### config.mk
export PLATFORM = sky130hd
export DESIGN_NAME = ctbr_top
export DESIGN_NICKNAME = d
export VERILOG_FILES = /design/src/rtl/ctbr_pkg.sv /design/src/rtl/ctbr_sync.sv /design/src/rtl/ctbr_top.sv
export VERILOG_INCLUDE_DIRS = /design/src /design/src/rtl
export SDC_FILE = /design/constraint.sdc
export NUM_CORES = 1
export LEC_CHECK = 0
export ABC_CLOCK_PERIOD_IN_PS = 5200
export BUFFER_PORTS_ARGS = -buffer_cell sky130_fd_sc_hd__buf_2
export CAP_MARGIN = 25
export CORE_ASPECT_RATIO = 2
export CORE_UTILIZATION = 52
export CTS_CLUSTER_DIAMETER = 100
export DETAILED_ROUTE_END_ITERATION = 7
export PLACE_DENSITY_LB_ADDON = 0.2
export SETUP_SLACK_MARGIN = 0.3
export SYNTH_ARGS = -nofsm -noshare
export SYNTH_HDL_FRONTEND = slang
export SYNTH_HIERARCHICAL = 1
export SYNTH_SLANG_ARGS = --single-unit
export TNS_END_PERCENT = 20
### constraint.sdc
create_clock -name clk_i -period 5.2 [get_ports clk_i]
set_input_delay 0.26 -clock clk_i [delete_from_list [all_inputs] [get_ports clk_i]]
set_output_delay 0.26 -clock clk_i [all_outputs]
set_load 0.02 [all_outputs]
### src/rtl/ctbr_regs.svh
// register indices, field positions and reset values of the tie-off/bias bank
// assumes byte address = 4 * index on a 32-bit classic wishbone bus
`ifndef CTBR_REGS_SVH
`define CTBR_REGS_SVH

`define CTBR_IDX_TIEOFF      10'h04a
`define CTBR_IDX_BIAS        10'h04b
`define CTBR_IDX_P2P         10'h04c
`define CTBR_IDX_PEAK        10'h04d
`define CTBR_IDX_AMUTE       10'h04e
`define CTBR_IDX_IRQ_STAT    10'h050
`define CTBR_IDX_IRQ_MASK    10'h051

`define CTBR_RST_TIEOFF      9'h000
`define CTBR_RST_BIAS        9'h000
`define CTBR_RST_AMUTE_SEL   1'h0
`define CTBR_RST_IRQ         4'h0

// input tie-off register: bit 8 enable, bits 7..0 switch forces
`define CTBR_TIE_EN          8
`define CTBR_TIE_RAUX        7
`define CTBR_TIE_RLIN        6
`define CTBR_TIE_RMINV       5
`define CTBR_TIE_RMNON       4
`define CTBR_TIE_LAUX        3
`define CTBR_TIE_LEFT_LINE_INPUT        2
`define CTBR_TIE_LMINV       1
`define CTBR_TIE_LMNON       0

// bias and buffer register, bit 7 reserved
`define CTBR_BIAS_HALF       8
`define CTBR_BIAS_UP         6
`define CTBR_BIAS_DN         5
`define CTBR_BUF_BYP         4
`define CTBR_BUF_GND         3
`define CTBR_VREF_H          2
`define CTBR_VREF_M          1
`define CTBR_VREF_L          0
`define CTBR_BIAS_WMASK      9'h17f

// automute control and status register
`define CTBR_AM_SEL          5
`define CTBR_AM_HV           4
`define CTBR_AM_GATE         3

// interrupt status bits
`define CTBR_EV_HV_RISE      0
`define CTBR_EV_HV_FALL      1
`define CTBR_EV_GATE_HOLD    2
`define CTBR_EV_GATE_OPEN    3

`endif

### src/rtl/ctbr_pkg.sv
// types shared by the tie-off/bias register bank
// assumes the constants header is included by the modules
package ctbr_pkg;
    typedef logic [8:0] ctbr_word_t;
    typedef logic [3:0] ctbr_evt_t;
    typedef enum logic [2:0] {
        CTBR_SEL_NONE,
        CTBR_SEL_TIEOFF,
        CTBR_SEL_BIAS,
        CTBR_SEL_P2P,
        CTBR_SEL_PEAK,
        CTBR_SEL_AMUTE,
        CTBR_SEL_STAT,
        CTBR_SEL_MASK
    } ctbr_sel_t;
endpackage : ctbr_pkg

### src/rtl/ctbr_sync.sv
// three-stage synchroniser with agreement filter for asynchronous levels
// assumes inputs come from outside the clk_i domain
`timescale 1ns/1ns
`default_nettype none
module ctbr_sync #(
    parameter int WIDTH = 1
) (
    input  wire logic             clk_i,
    input  wire logic             rst_i,
    input  wire logic [WIDTH-1:0] async_i,
    output logic      [WIDTH-1:0] level_o
);
    logic [WIDTH-1:0] meta_ff;
    logic [WIDTH-1:0] sync2_ff;
    logic [WIDTH-1:0] sync3_ff;
    logic [WIDTH-1:0] level_ff;

    always_ff @(posedge clk_i) begin
        if (rst_i) begin
            meta_ff  <= '0;
            sync2_ff <= '0;
            sync3_ff <= '0;
        end else begin
            meta_ff  <= async_i;
            sync2_ff <= meta_ff;
            sync3_ff <= sync2_ff;
        end
    end

    // a bit only moves once stages two and three agree
    always_ff @(posedge clk_i) begin
        if (rst_i) begin
            level_ff <= '0;
        end else begin
            for (int i = 0; i < WIDTH; i++) begin
                if (sync2_ff[i] == sync3_ff[i]) begin
                    level_ff[i] <= sync3_ff[i];
                end
            end
        end
    end

    assign level_o = level_ff;
endmodule : ctbr_sync
`default_nettype wire

### src/rtl/ctbr_top.sv
// tie-off override, bias trim and level readout register bank, wishbone slave
// assumes a classic wishbone master on clk_i; alc values and auto switch
// requests come from logic on clk_i; detector flags arrive asynchronously
//
// Behaviour
// RQ1: the override enable picks manual force bits or automatic control for all input tie-offs.
// RQ2: with override on, each right-channel force bit opens its switch at 0 and closes it at 1.
// RQ3: with override on, each left-channel force bit opens its switch at 0 and closes it at 1.
// RQ4: a half-bias bit drives the mix/boost stages to half bias current when set.
// RQ5: a bias-increase bit raises the mix/boost bias by 500 microamps when set.
// RQ6: a bias-decrease bit lowers the mix/boost bias by 250 microamps when set.
// RQ7: the bypass force bit closes the buffer bypass switch while the buffer is off, else auto.
// RQ8: the ground force bit closes the buffer output ground switch while the buffer is off.
// RQ9: each of three divider force bits closes its switch at 1 and follows power management at 0.
// RQ10: a read-only register returns the live peak-to-peak detector value on every read.
// RQ11: a second read-only register returns the live peak detector value.
// RQ12: with both channels under level control each readout gives the larger channel value.
// RQ13: the automute select bit observes attenuator input at 0 and serial playback input at 1.
// RQ14: a read-only bit shows the speaker supply high-voltage detector state.
// RQ15: a read-only bit shows 1 while the noise gate holds gain and 0 while gain may change.
// RQ16: the tie-off and the bias/buffer registers reset to zero.
// RQ17: reserved bits read zero, writes to them and to read-only fields have no effect.
//
// Local design decision: the Wishbone slave port.
`timescale 1ns/1ns
`default_nettype none
`include "ctbr_regs.svh"
module ctbr_top #(
    parameter int ADR_W = 12,
    parameter int VAL_W = 9
) (
    input  wire logic             clk_i,
    input  wire logic             rst_i,

    // wishbone slave
    input  wire logic             cyc_i,
    input  wire logic             stb_i,
    input  wire logic             we_i,
    input  wire logic [ADR_W-1:0] adr_i,
    input  wire logic [3:0]       sel_i,
    input  wire logic [31:0]      dat_i,
    output logic      [31:0]      dat_o,
    output logic                  ack_o,
    output logic                  irq_o,

    // automatic tie-off requests, bit order as the force fields
    input  wire logic [7:0]       auto_tieoff_close_i,
    output logic      [7:0]       tieoff_close_o,

    // input buffer and reference divider
    input  wire logic             input_buffer_enabled_i,
    input  wire logic             auto_buffer_bypass_close_i,
    input  wire logic             auto_buffer_ground_close_i,
    input  wire logic [2:0]       pwr_mgmt_ref_close_i,
    output logic                  buffer_bypass_close_o,
    output logic                  buffer_ground_close_o,
    output logic      [2:0]       ref_divider_close_o,

    // bias trims
    output logic                  boost_bias_half_o,
    output logic                  boost_bias_increase_o,
    output logic                  boost_bias_decrease_o,

    // level detectors
    input  wire logic             alc_left_active_i,
    input  wire logic             alc_right_active_i,
    input  wire logic [VAL_W-1:0] left_peak_to_peak_i,
    input  wire logic [VAL_W-1:0] right_peak_to_peak_i,
    input  wire logic [VAL_W-1:0] left_peak_i,
    input  wire logic [VAL_W-1:0] right_peak_i,

    // automute and status
    output logic                  automute_observe_select_o,
    input  wire logic             speaker_supply_high_i,
    input  wire logic             noise_gate_active_i
);
    ctbr_pkg::ctbr_word_t tieoff_ff;
    ctbr_pkg::ctbr_word_t bias_ff;
    logic                 amute_sel_ff;
    ctbr_pkg::ctbr_evt_t  irq_stat_ff;
    ctbr_pkg::ctbr_evt_t  irq_mask_ff;

    ctbr_pkg::ctbr_evt_t  nxt_irq_stat;
    ctbr_pkg::ctbr_evt_t  events;

    logic                 ack_ff;
    logic [31:0]          dat_ff;

    logic [7:0]           tieoff_close_ff;
    logic                 bypass_ff;
    logic                 ground_ff;
    logic [2:0]           ref_close_ff;

    logic [1:0]           flags_sync;
    logic                 hv_prev_ff;
    logic                 gate_prev_ff;
    logic [VAL_W-1:0]     p2p_sel;
    logic [VAL_W-1:0]     peak_sel;

    ctbr_pkg::ctbr_sel_t  reg_sel;
    ctbr_pkg::ctbr_word_t rd_word;
    logic                 req;
    logic                 wr_lo;
    logic                 wr_hi;

    // detector flags come from analog comparators
    ctbr_sync #(
        .WIDTH (2)
    ) u_flag_sync (
        .clk_i   (clk_i),
        .rst_i   (rst_i),
        .async_i ({noise_gate_active_i, speaker_supply_high_i}),
        .level_o (flags_sync)
    );

    // one new request per handshake; ack drops the cycle after it rose
    assign req   = cyc_i & stb_i & ~ack_ff;
    assign wr_lo = req & we_i & sel_i[0];
    assign wr_hi = req & we_i & sel_i[1];

    always_comb begin
        if (adr_i[1:0] != 2'h0) begin
            reg_sel = ctbr_pkg::CTBR_SEL_NONE;
        end else if (adr_i[ADR_W-1:2] == `CTBR_IDX_TIEOFF) begin
            reg_sel = ctbr_pkg::CTBR_SEL_TIEOFF;
        end else if (adr_i[ADR_W-1:2] == `CTBR_IDX_BIAS) begin
            reg_sel = ctbr_pkg::CTBR_SEL_BIAS;
        end else if (adr_i[ADR_W-1:2] == `CTBR_IDX_P2P) begin
            reg_sel = ctbr_pkg::CTBR_SEL_P2P;
        end else if (adr_i[ADR_W-1:2] == `CTBR_IDX_PEAK) begin
            reg_sel = ctbr_pkg::CTBR_SEL_PEAK;
        end else if (adr_i[ADR_W-1:2] == `CTBR_IDX_AMUTE) begin
            reg_sel = ctbr_pkg::CTBR_SEL_AMUTE;
        end else if (adr_i[ADR_W-1:2] == `CTBR_IDX_IRQ_STAT) begin
            reg_sel = ctbr_pkg::CTBR_SEL_STAT;
        end else if (adr_i[ADR_W-1:2] == `CTBR_IDX_IRQ_MASK) begin
            reg_sel = ctbr_pkg::CTBR_SEL_MASK;
        end else begin
            reg_sel = ctbr_pkg::CTBR_SEL_NONE;
        end
    end

    // registered ack
    always_ff @(posedge clk_i) begin
        if (rst_i) begin
            ack_ff <= 1'b0;
        end else begin
            ack_ff <= req;
        end
    end

    // tie-off register, byte lane 0 holds forces, lane 1 the enable
    always_ff @(posedge clk_i) begin
        if (rst_i) begin
            tieoff_ff <= `CTBR_RST_TIEOFF; // [RQ16]
        end else if (reg_sel == ctbr_pkg::CTBR_SEL_TIEOFF) begin
            if (wr_lo) begin
                tieoff_ff[7:0] <= dat_i[7:0];
            end
            if (wr_hi) begin
                tieoff_ff[8] <= dat_i[8];
            end
        end
    end

    // bias and buffer register, reserved bit 7 never stores
    always_ff @(posedge clk_i) begin
        if (rst_i) begin
            bias_ff <= `CTBR_RST_BIAS; // [RQ16]
        end else if (reg_sel == ctbr_pkg::CTBR_SEL_BIAS) begin
            if (wr_lo) begin
                bias_ff[7:0] <= dat_i[7:0] & 8'(`CTBR_BIAS_WMASK); // [RQ17]
            end
            if (wr_hi) begin
                bias_ff[8] <= dat_i[8];
            end
        end
    end

    // only the select bit of the automute register is writable
    always_ff @(posedge clk_i) begin
        if (rst_i) begin
            amute_sel_ff <= `CTBR_RST_AMUTE_SEL;
        end else if (wr_lo && reg_sel == ctbr_pkg::CTBR_SEL_AMUTE) begin
            amute_sel_ff <= dat_i[`CTBR_AM_SEL]; // [RQ13] [RQ17]
        end
    end

    always_ff @(posedge clk_i) begin
        if (rst_i) begin
            irq_mask_ff <= `CTBR_RST_IRQ;
        end else if (wr_lo && reg_sel == ctbr_pkg::CTBR_SEL_MASK) begin
            irq_mask_ff <= dat_i[3:0];
        end
    end

    // tie-off switch drive
    always_ff @(posedge clk_i) begin
        if (rst_i) begin
            tieoff_close_ff <= 8'h00;
        end else if (tieoff_ff[`CTBR_TIE_EN]) begin
            // right half then left half of the force byte
            tieoff_close_ff[7:4] <= tieoff_ff[7:4]; // [RQ1] [RQ2]
            tieoff_close_ff[3:0] <= tieoff_ff[3:0]; // [RQ1] [RQ3]
        end else begin
            tieoff_close_ff <= auto_tieoff_close_i; // [RQ1]
        end
    end

    // forced closure only applies while the buffer amp is off
    always_ff @(posedge clk_i) begin
        if (rst_i) begin
            bypass_ff <= 1'b0;
            ground_ff <= 1'b0;
        end else begin
            if (bias_ff[`CTBR_BUF_BYP] && !input_buffer_enabled_i) begin
                bypass_ff <= 1'b1; // [RQ7]
            end else begin
                bypass_ff <= auto_buffer_bypass_close_i; // [RQ7]
            end
            if (bias_ff[`CTBR_BUF_GND] && !input_buffer_enabled_i) begin
                ground_ff <= 1'b1; // [RQ8]
            end else begin
                ground_ff <= auto_buffer_ground_close_i; // [RQ8]
            end
        end
    end

    always_ff @(posedge clk_i) begin
        if (rst_i) begin
            ref_close_ff <= 3'h0;
        end else begin
            ref_close_ff <= bias_ff[2:0] | pwr_mgmt_ref_close_i; // [RQ9]
        end
    end

    assign tieoff_close_o            = tieoff_close_ff;
    assign buffer_bypass_close_o     = bypass_ff;
    assign buffer_ground_close_o     = ground_ff;
    assign ref_divider_close_o       = ref_close_ff;
    assign boost_bias_half_o         = bias_ff[`CTBR_BIAS_HALF]; // [RQ4]
    assign boost_bias_increase_o     = bias_ff[`CTBR_BIAS_UP]; // [RQ5]
    assign boost_bias_decrease_o     = bias_ff[`CTBR_BIAS_DN]; // [RQ6]
    assign automute_observe_select_o = amute_sel_ff; // [RQ13]

    // readout channel choice; a lone active channel reports itself
    always_comb begin
        if (alc_left_active_i && alc_right_active_i) begin
            p2p_sel  = (left_peak_to_peak_i > right_peak_to_peak_i) ?
                       left_peak_to_peak_i : right_peak_to_peak_i; // [RQ12]
            peak_sel = (left_peak_i > right_peak_i) ?
                       left_peak_i : right_peak_i; // [RQ12]
        end else if (alc_right_active_i) begin
            p2p_sel  = right_peak_to_peak_i;
            peak_sel = right_peak_i;
        end else begin
            p2p_sel  = left_peak_to_peak_i;
            peak_sel = left_peak_i;
        end
    end

    // status events from the filtered detector levels
    always_ff @(posedge clk_i) begin
        if (rst_i) begin
            hv_prev_ff   <= 1'b0;
            gate_prev_ff <= 1'b0;
        end else begin
            hv_prev_ff   <= flags_sync[0];
            gate_prev_ff <= flags_sync[1];
        end
    end

    always_comb begin
        events                     = 4'h0;
        events[`CTBR_EV_HV_RISE]   = flags_sync[0] & ~hv_prev_ff;
        events[`CTBR_EV_HV_FALL]   = ~flags_sync[0] & hv_prev_ff;
        events[`CTBR_EV_GATE_HOLD] = flags_sync[1] & ~gate_prev_ff;
        events[`CTBR_EV_GATE_OPEN] = ~flags_sync[1] & gate_prev_ff;
    end

    // read clears the sticky bits, but an event in that cycle survives
    always_comb begin
        nxt_irq_stat = irq_stat_ff | events;
        if (req && !we_i && reg_sel == ctbr_pkg::CTBR_SEL_STAT) begin
            nxt_irq_stat = events;
        end
    end

    // sticky status bits
    always_ff @(posedge clk_i) begin
        if (rst_i) begin
            irq_stat_ff <= `CTBR_RST_IRQ;
        end else begin
            irq_stat_ff <= nxt_irq_stat;
        end
    end

    assign irq_o = |(irq_stat_ff & irq_mask_ff);

    // read mux, unmapped addresses read zero
    always_comb begin
        rd_word = 9'h000;
        case (reg_sel)
            ctbr_pkg::CTBR_SEL_TIEOFF: begin
                rd_word = tieoff_ff;
            end
            ctbr_pkg::CTBR_SEL_BIAS: begin
                rd_word = bias_ff;
            end
            ctbr_pkg::CTBR_SEL_P2P: begin
                rd_word = p2p_sel; // [RQ10]
            end
            ctbr_pkg::CTBR_SEL_PEAK: begin
                rd_word = peak_sel; // [RQ11]
            end
            ctbr_pkg::CTBR_SEL_AMUTE: begin
                rd_word[`CTBR_AM_SEL]  = amute_sel_ff;
                rd_word[`CTBR_AM_HV]   = flags_sync[0]; // [RQ14]
                rd_word[`CTBR_AM_GATE] = flags_sync[1]; // [RQ15]
            end
            ctbr_pkg::CTBR_SEL_STAT: begin
                rd_word[3:0] = irq_stat_ff;
            end
            ctbr_pkg::CTBR_SEL_MASK: begin
                rd_word[3:0] = irq_mask_ff;
            end
            default: begin
                rd_word = 9'h000;
            end
        endcase
    end

    // read data captured on the request edge, held while ack is high
    always_ff @(posedge clk_i) begin
        if (rst_i) begin
            dat_ff <= 32'h0000_0000;
        end else if (req && !we_i) begin
            dat_ff <= {23'h00_0000, rd_word}; // [RQ17]
        end else if (req) begin
            dat_ff <= 32'h0000_0000;
        end
    end

    assign dat_o = dat_ff;
    assign ack_o = ack_ff;
endmodule : ctbr_top
`default_nettype wire
==> PnR_summary.wiki <==
{| class="wikitable"
! Metric !! Value
|-
| DP Wirelength || 7260 µm
|-
| Final antenna diode count || 0
|-
| CTS Root Buffer Type || clkbuf_16
|-
| Post-detailed-route count of antenna-violating nets || 0
|-
| Total Routing Usage GR || 26.0%
|-
| Top-area cell type share of the netlist area || 32.7%
|-
| Family with the most delay on the worst path || compound AO/OA/AOI/OAI gates
|-
| Post-layout min period || 2.46 ns
|-
| CTS Buf Count || 9
|-
| Cell-internal power || 0.000917 W
|-
| WL per Instance || 14.9 µm
|-
| Num Clock Sinks || 59
|-
| Setup repair after global routing missed its margin || no
|-
| Ratio of total power to cell area || 273 mW/mm²
|-
| Die height || 120 µm
|-
| Initial antenna violation count || 0
|-
| Net switching power figure || 0.000280 W
|-
| Netlist area before placement || 0.00361 mm²
|-
| Filler Cell Count || 619
|-
| Total Wirelength || 9080 µm
|-
| Effective utilization at floorplan || 54.1%
|-
| Async set-or-reset flop fraction in the synthesized netlist || 0%
|-
| Flop pwr share || 38.7%
|-
| Worst Path Required || 5.40 ns
|-
| Combined buffer and inverter count along the critical path || 2
|-
| Type of origin of the critical path || primary input
|-
| Average cell area after synthesis || 8.74 µm²
|-
| Clock transition time at the flip-flop clock pins of the worst setup and hold paths || 0.05 ns
|-
| Tcrit/Tclk final || 47.3%
|-
| Core Rows || 42
|-
| Number of synthesized register bits || 59
|-
| Worst-margin pin slew || 1.00 ns
|-
| Final Skew || 0.00393 ns
|-
| Crit-path slowest cell || a21oi_2
|-
| I/O Buffers || 109
|-
| Final Hold Slack || 0.143 ns
|-
| Drt first-iter violations || 87
|-
| Total via count after detailed routing || 3,315
|-
| Maximum clock frequency || 406 MHz
|-
| Number of distinct library cells after synthesis || 59
|-
| Count of mapped cells out of synthesis || 413
|-
| Number of warnings printed during yosys synthesis || 6
|-
| Switching part of the total power || 23.4%
|-
| Proportion of power drawn by the clock network || 48.3%
|-
| Largest net degree at the start of global routing || 58
|-
| Area overhead of the layout relative to synthesis || 21.5%
|-
| Number of buffers on the longest clock path || 2
|-
| Final net count || 644
|-
| Maximum Capacitance Violations || 0
|-
| Count of final setup violators || 0
|-
| RePlAce Congestion || 0.924
|-
| Residual DRC count || 0
|-
| IO Count || 158
|-
| Leakage power || 1.88 nW
|-
| Wire length of the first global-routing pass || 13,900 µm
|-
| Register cell area after layout || 0.00118 mm²
|-
| Top cell types by occurrence after synthesis || dfxtp_1, nor2_1, mux2i_1, inv_1, nand2_1
|-
| Post-synthesis sequential area ratio || 32.7%
|-
| Leading post-synthesis cells by cell area || dfxtp_1, mux2i_1, ha_1
|-
| H-Tree Depth || 3
|-
| Area of combinational cells with multiple inputs || 0.00214 mm²
|-
| Die Outline Area || 0.00730 mm²
|-
| Maximum VDD drop || 0.246 mV
|-
| Worst EP arrival || 2.66 ns
|-
| Post CTS Setup Buffer Count || 0
|-
| Share of final-layout standard cells stronger than drive strength 1 || 30.2%
|-
| Combinational power share || 13.0%
|-
| Number of enable flip-flop cells after synthesis || 0
|-
| Cell accounting for the most synthesized area || dfxtp_1
|-
| Slew headroom || 33.3%
|-
| Final hold vios || 0
|-
| Number of gates given a new drive strength after cts || 0
|-
| Detail-routed via count per cell || 5.43
|-
| Worst min path class || primary input to flop
|-
| Die boundary width || 60.9 µm
|-
| Later-pin clock latency in the skew report || 0.32 ns
|-
| Hold bufs inserted after CTS || 0
|-
| Final max-slew violation count || 0
|-
| Vias in the first global route || 3,231
|-
| Remaining Overflow, GRT || 0
|-
| Biggest fanout along the worst timing path || 9
|-
| Status || finished, final reports clean
|-
| Commonest register cell after synthesis || dfxtp_1
|-
| Crit path cell chain || buf_2 > inv_1 > ha_1 > a21oi_1 > o21ai_0 > o221ai_1 > a21oi_2 > mux2_2 > a2111oi_0 > nor2_1
|-
| Setup crit end kind || flop
|-
| TritonCTS clock tree || yes
|-
| Router iterations before antenna repair || 4
|-
| Floorplan Core Area || 0.00667 mm²
|-
| Largest stage delay on the critical path || 0.46 ns
|-
| Final-layout setup total negative slack || 0 ns
|-
| Startpoint-to-endpoint class of the critical path || primary input to flop
|}
==> layout by cell type, fill, tap and decap left out, drive strengths merged, types with 2 or more instances in the layout <==
| cell | Yosys | layout |
|---|---|---|
| a2111oi | 2 | 2 |
| a211oi | 5 | 5 |
| a21o | 2 | 2 |
| a21oi | 18 | 18 |
| a221oi | 14 | 14 |
| a22oi | 5 | 5 |
| a32oi | 2 | 2 |
| and2 | 2 | 2 |
| and3b | 2 | 2 |
| buf | 30 | 109 |
| clkbuf | 6 | 13 |
| conb | 1 | 23 |
| dfxtp | 59 | 59 |
| ha | 18 | 18 |
| inv | 30 | 30 |
| mux2 | 12 | 12 |
| mux2i | 33 | 33 |
| nand2 | 31 | 31 |
| nand3 | 6 | 6 |
| nand3b | 2 | 2 |
| nand4 | 6 | 6 |
| nor2 | 59 | 59 |
| nor2b | 14 | 14 |
| nor3 | 5 | 5 |
| nor3b | 3 | 3 |
| nor4b | 2 | 2 |
| o211ai | 2 | 2 |
| o21ai | 22 | 22 |
| o221ai | 2 | 2 |
| or3 | 3 | 3 |
==> area by class of cell <==
class                           count  area share, %
Multi-Input combinational cell    310           48.8
Sequential cell                    59           26.9
Timing Repair Buffer              109           12.4
Clock buffer                       13           5.93
Inverter                           30           2.57
Tap cell                           88           2.51
Clock inverter                      2          0.799
==> per-layer routing <==
layer	global-route usage (%)	share of wire [%]	vias up
met5	0	0	-
met4	15.6	4.9	0
met3	4.74	3.7	35
met2	49.7	56	138
met1	23.0	35	1510
li1	-	-	1632
==> logic make-up after synthesis <==
logic type	count (synthesis)	synth area share, %
flops	59	32.7
fa+ha+maj	18	6.24
xor+xnor	1	0.243
mux	45	12.9
buf+inv	66	10.3
simple gates	141	20.2
compound gates	82	17.3
other cells	1	0.104
==> power groups by stage <==
stage               clock, W  combinational [W]  sequential (W)
global route        0.000610           0.000172        0.000463
finish              0.000578           0.000156        0.000463
floorplan                  0           0.000102        0.000479
detailed placement         0           0.000156        0.000472
global placement           0           0.000151        0.000472
CTS                 0.000591           0.000157        0.000463
==> sequential cells by signal, summed over array words and instances, names as in the netlist, 2 cells and up <==
register              count
bias_ff                   8
dat_o                     9
irq_mask_ff               4
irq_stat_ff               4
ref_divider_close_o       3
tieoff_close_o            8
tieoff_ff                 9
u_flag_sync/level_o       2
u_flag_sync/meta_ff       2
u_flag_sync/sync2_ff      2
u_flag_sync/sync3_ff      2
==> through the flow <==
step / instances / area (µm²) / util [%] / setup slack, ns / total power [W]
floorplan: 435 / 3690 / - / 2.93 / 0.000581
global placement: 596 / 4090 / 61.3 / 2.39 / 0.000623
detailed placement: 596 / 4090 / 61.3 / 2.35 / 0.000628
CTS: 611 / 4390 / 65.7 / 2.69 / 0.00121
global route: 611 / 4390 / 65.7 / 2.60 / 0.00125
finish: 611 / 4390 / 65.7 / 2.74 / 0.00120
==> worst paths after layout <==
kind                           start                       to  slack [ns]  depth (start not counted)
max          right_peak_to_peak_i[6]                 dat_o[7]        2.74                         10
min reg2reg   u_flag_sync/meta_ff[1]  u_flag_sync/sync2_ff[1]        0.44                          1
min          pwr_mgmt_ref_close_i[0]   ref_divider_close_o[0]        0.14                          3
max reg2reg                    ack_o               bias_ff[6]        3.07                          5
==> worst reg2reg max path, cell delays in order, from the launching register on <==
cell and delay [ns]:
dfxtp_1 0.32, nor2_1 0.31, nand3_1 0.28, nor3_2 0.75
mux2i_1 0.28, nor2_1 0.05
Power figures use the tool's default switching activity.
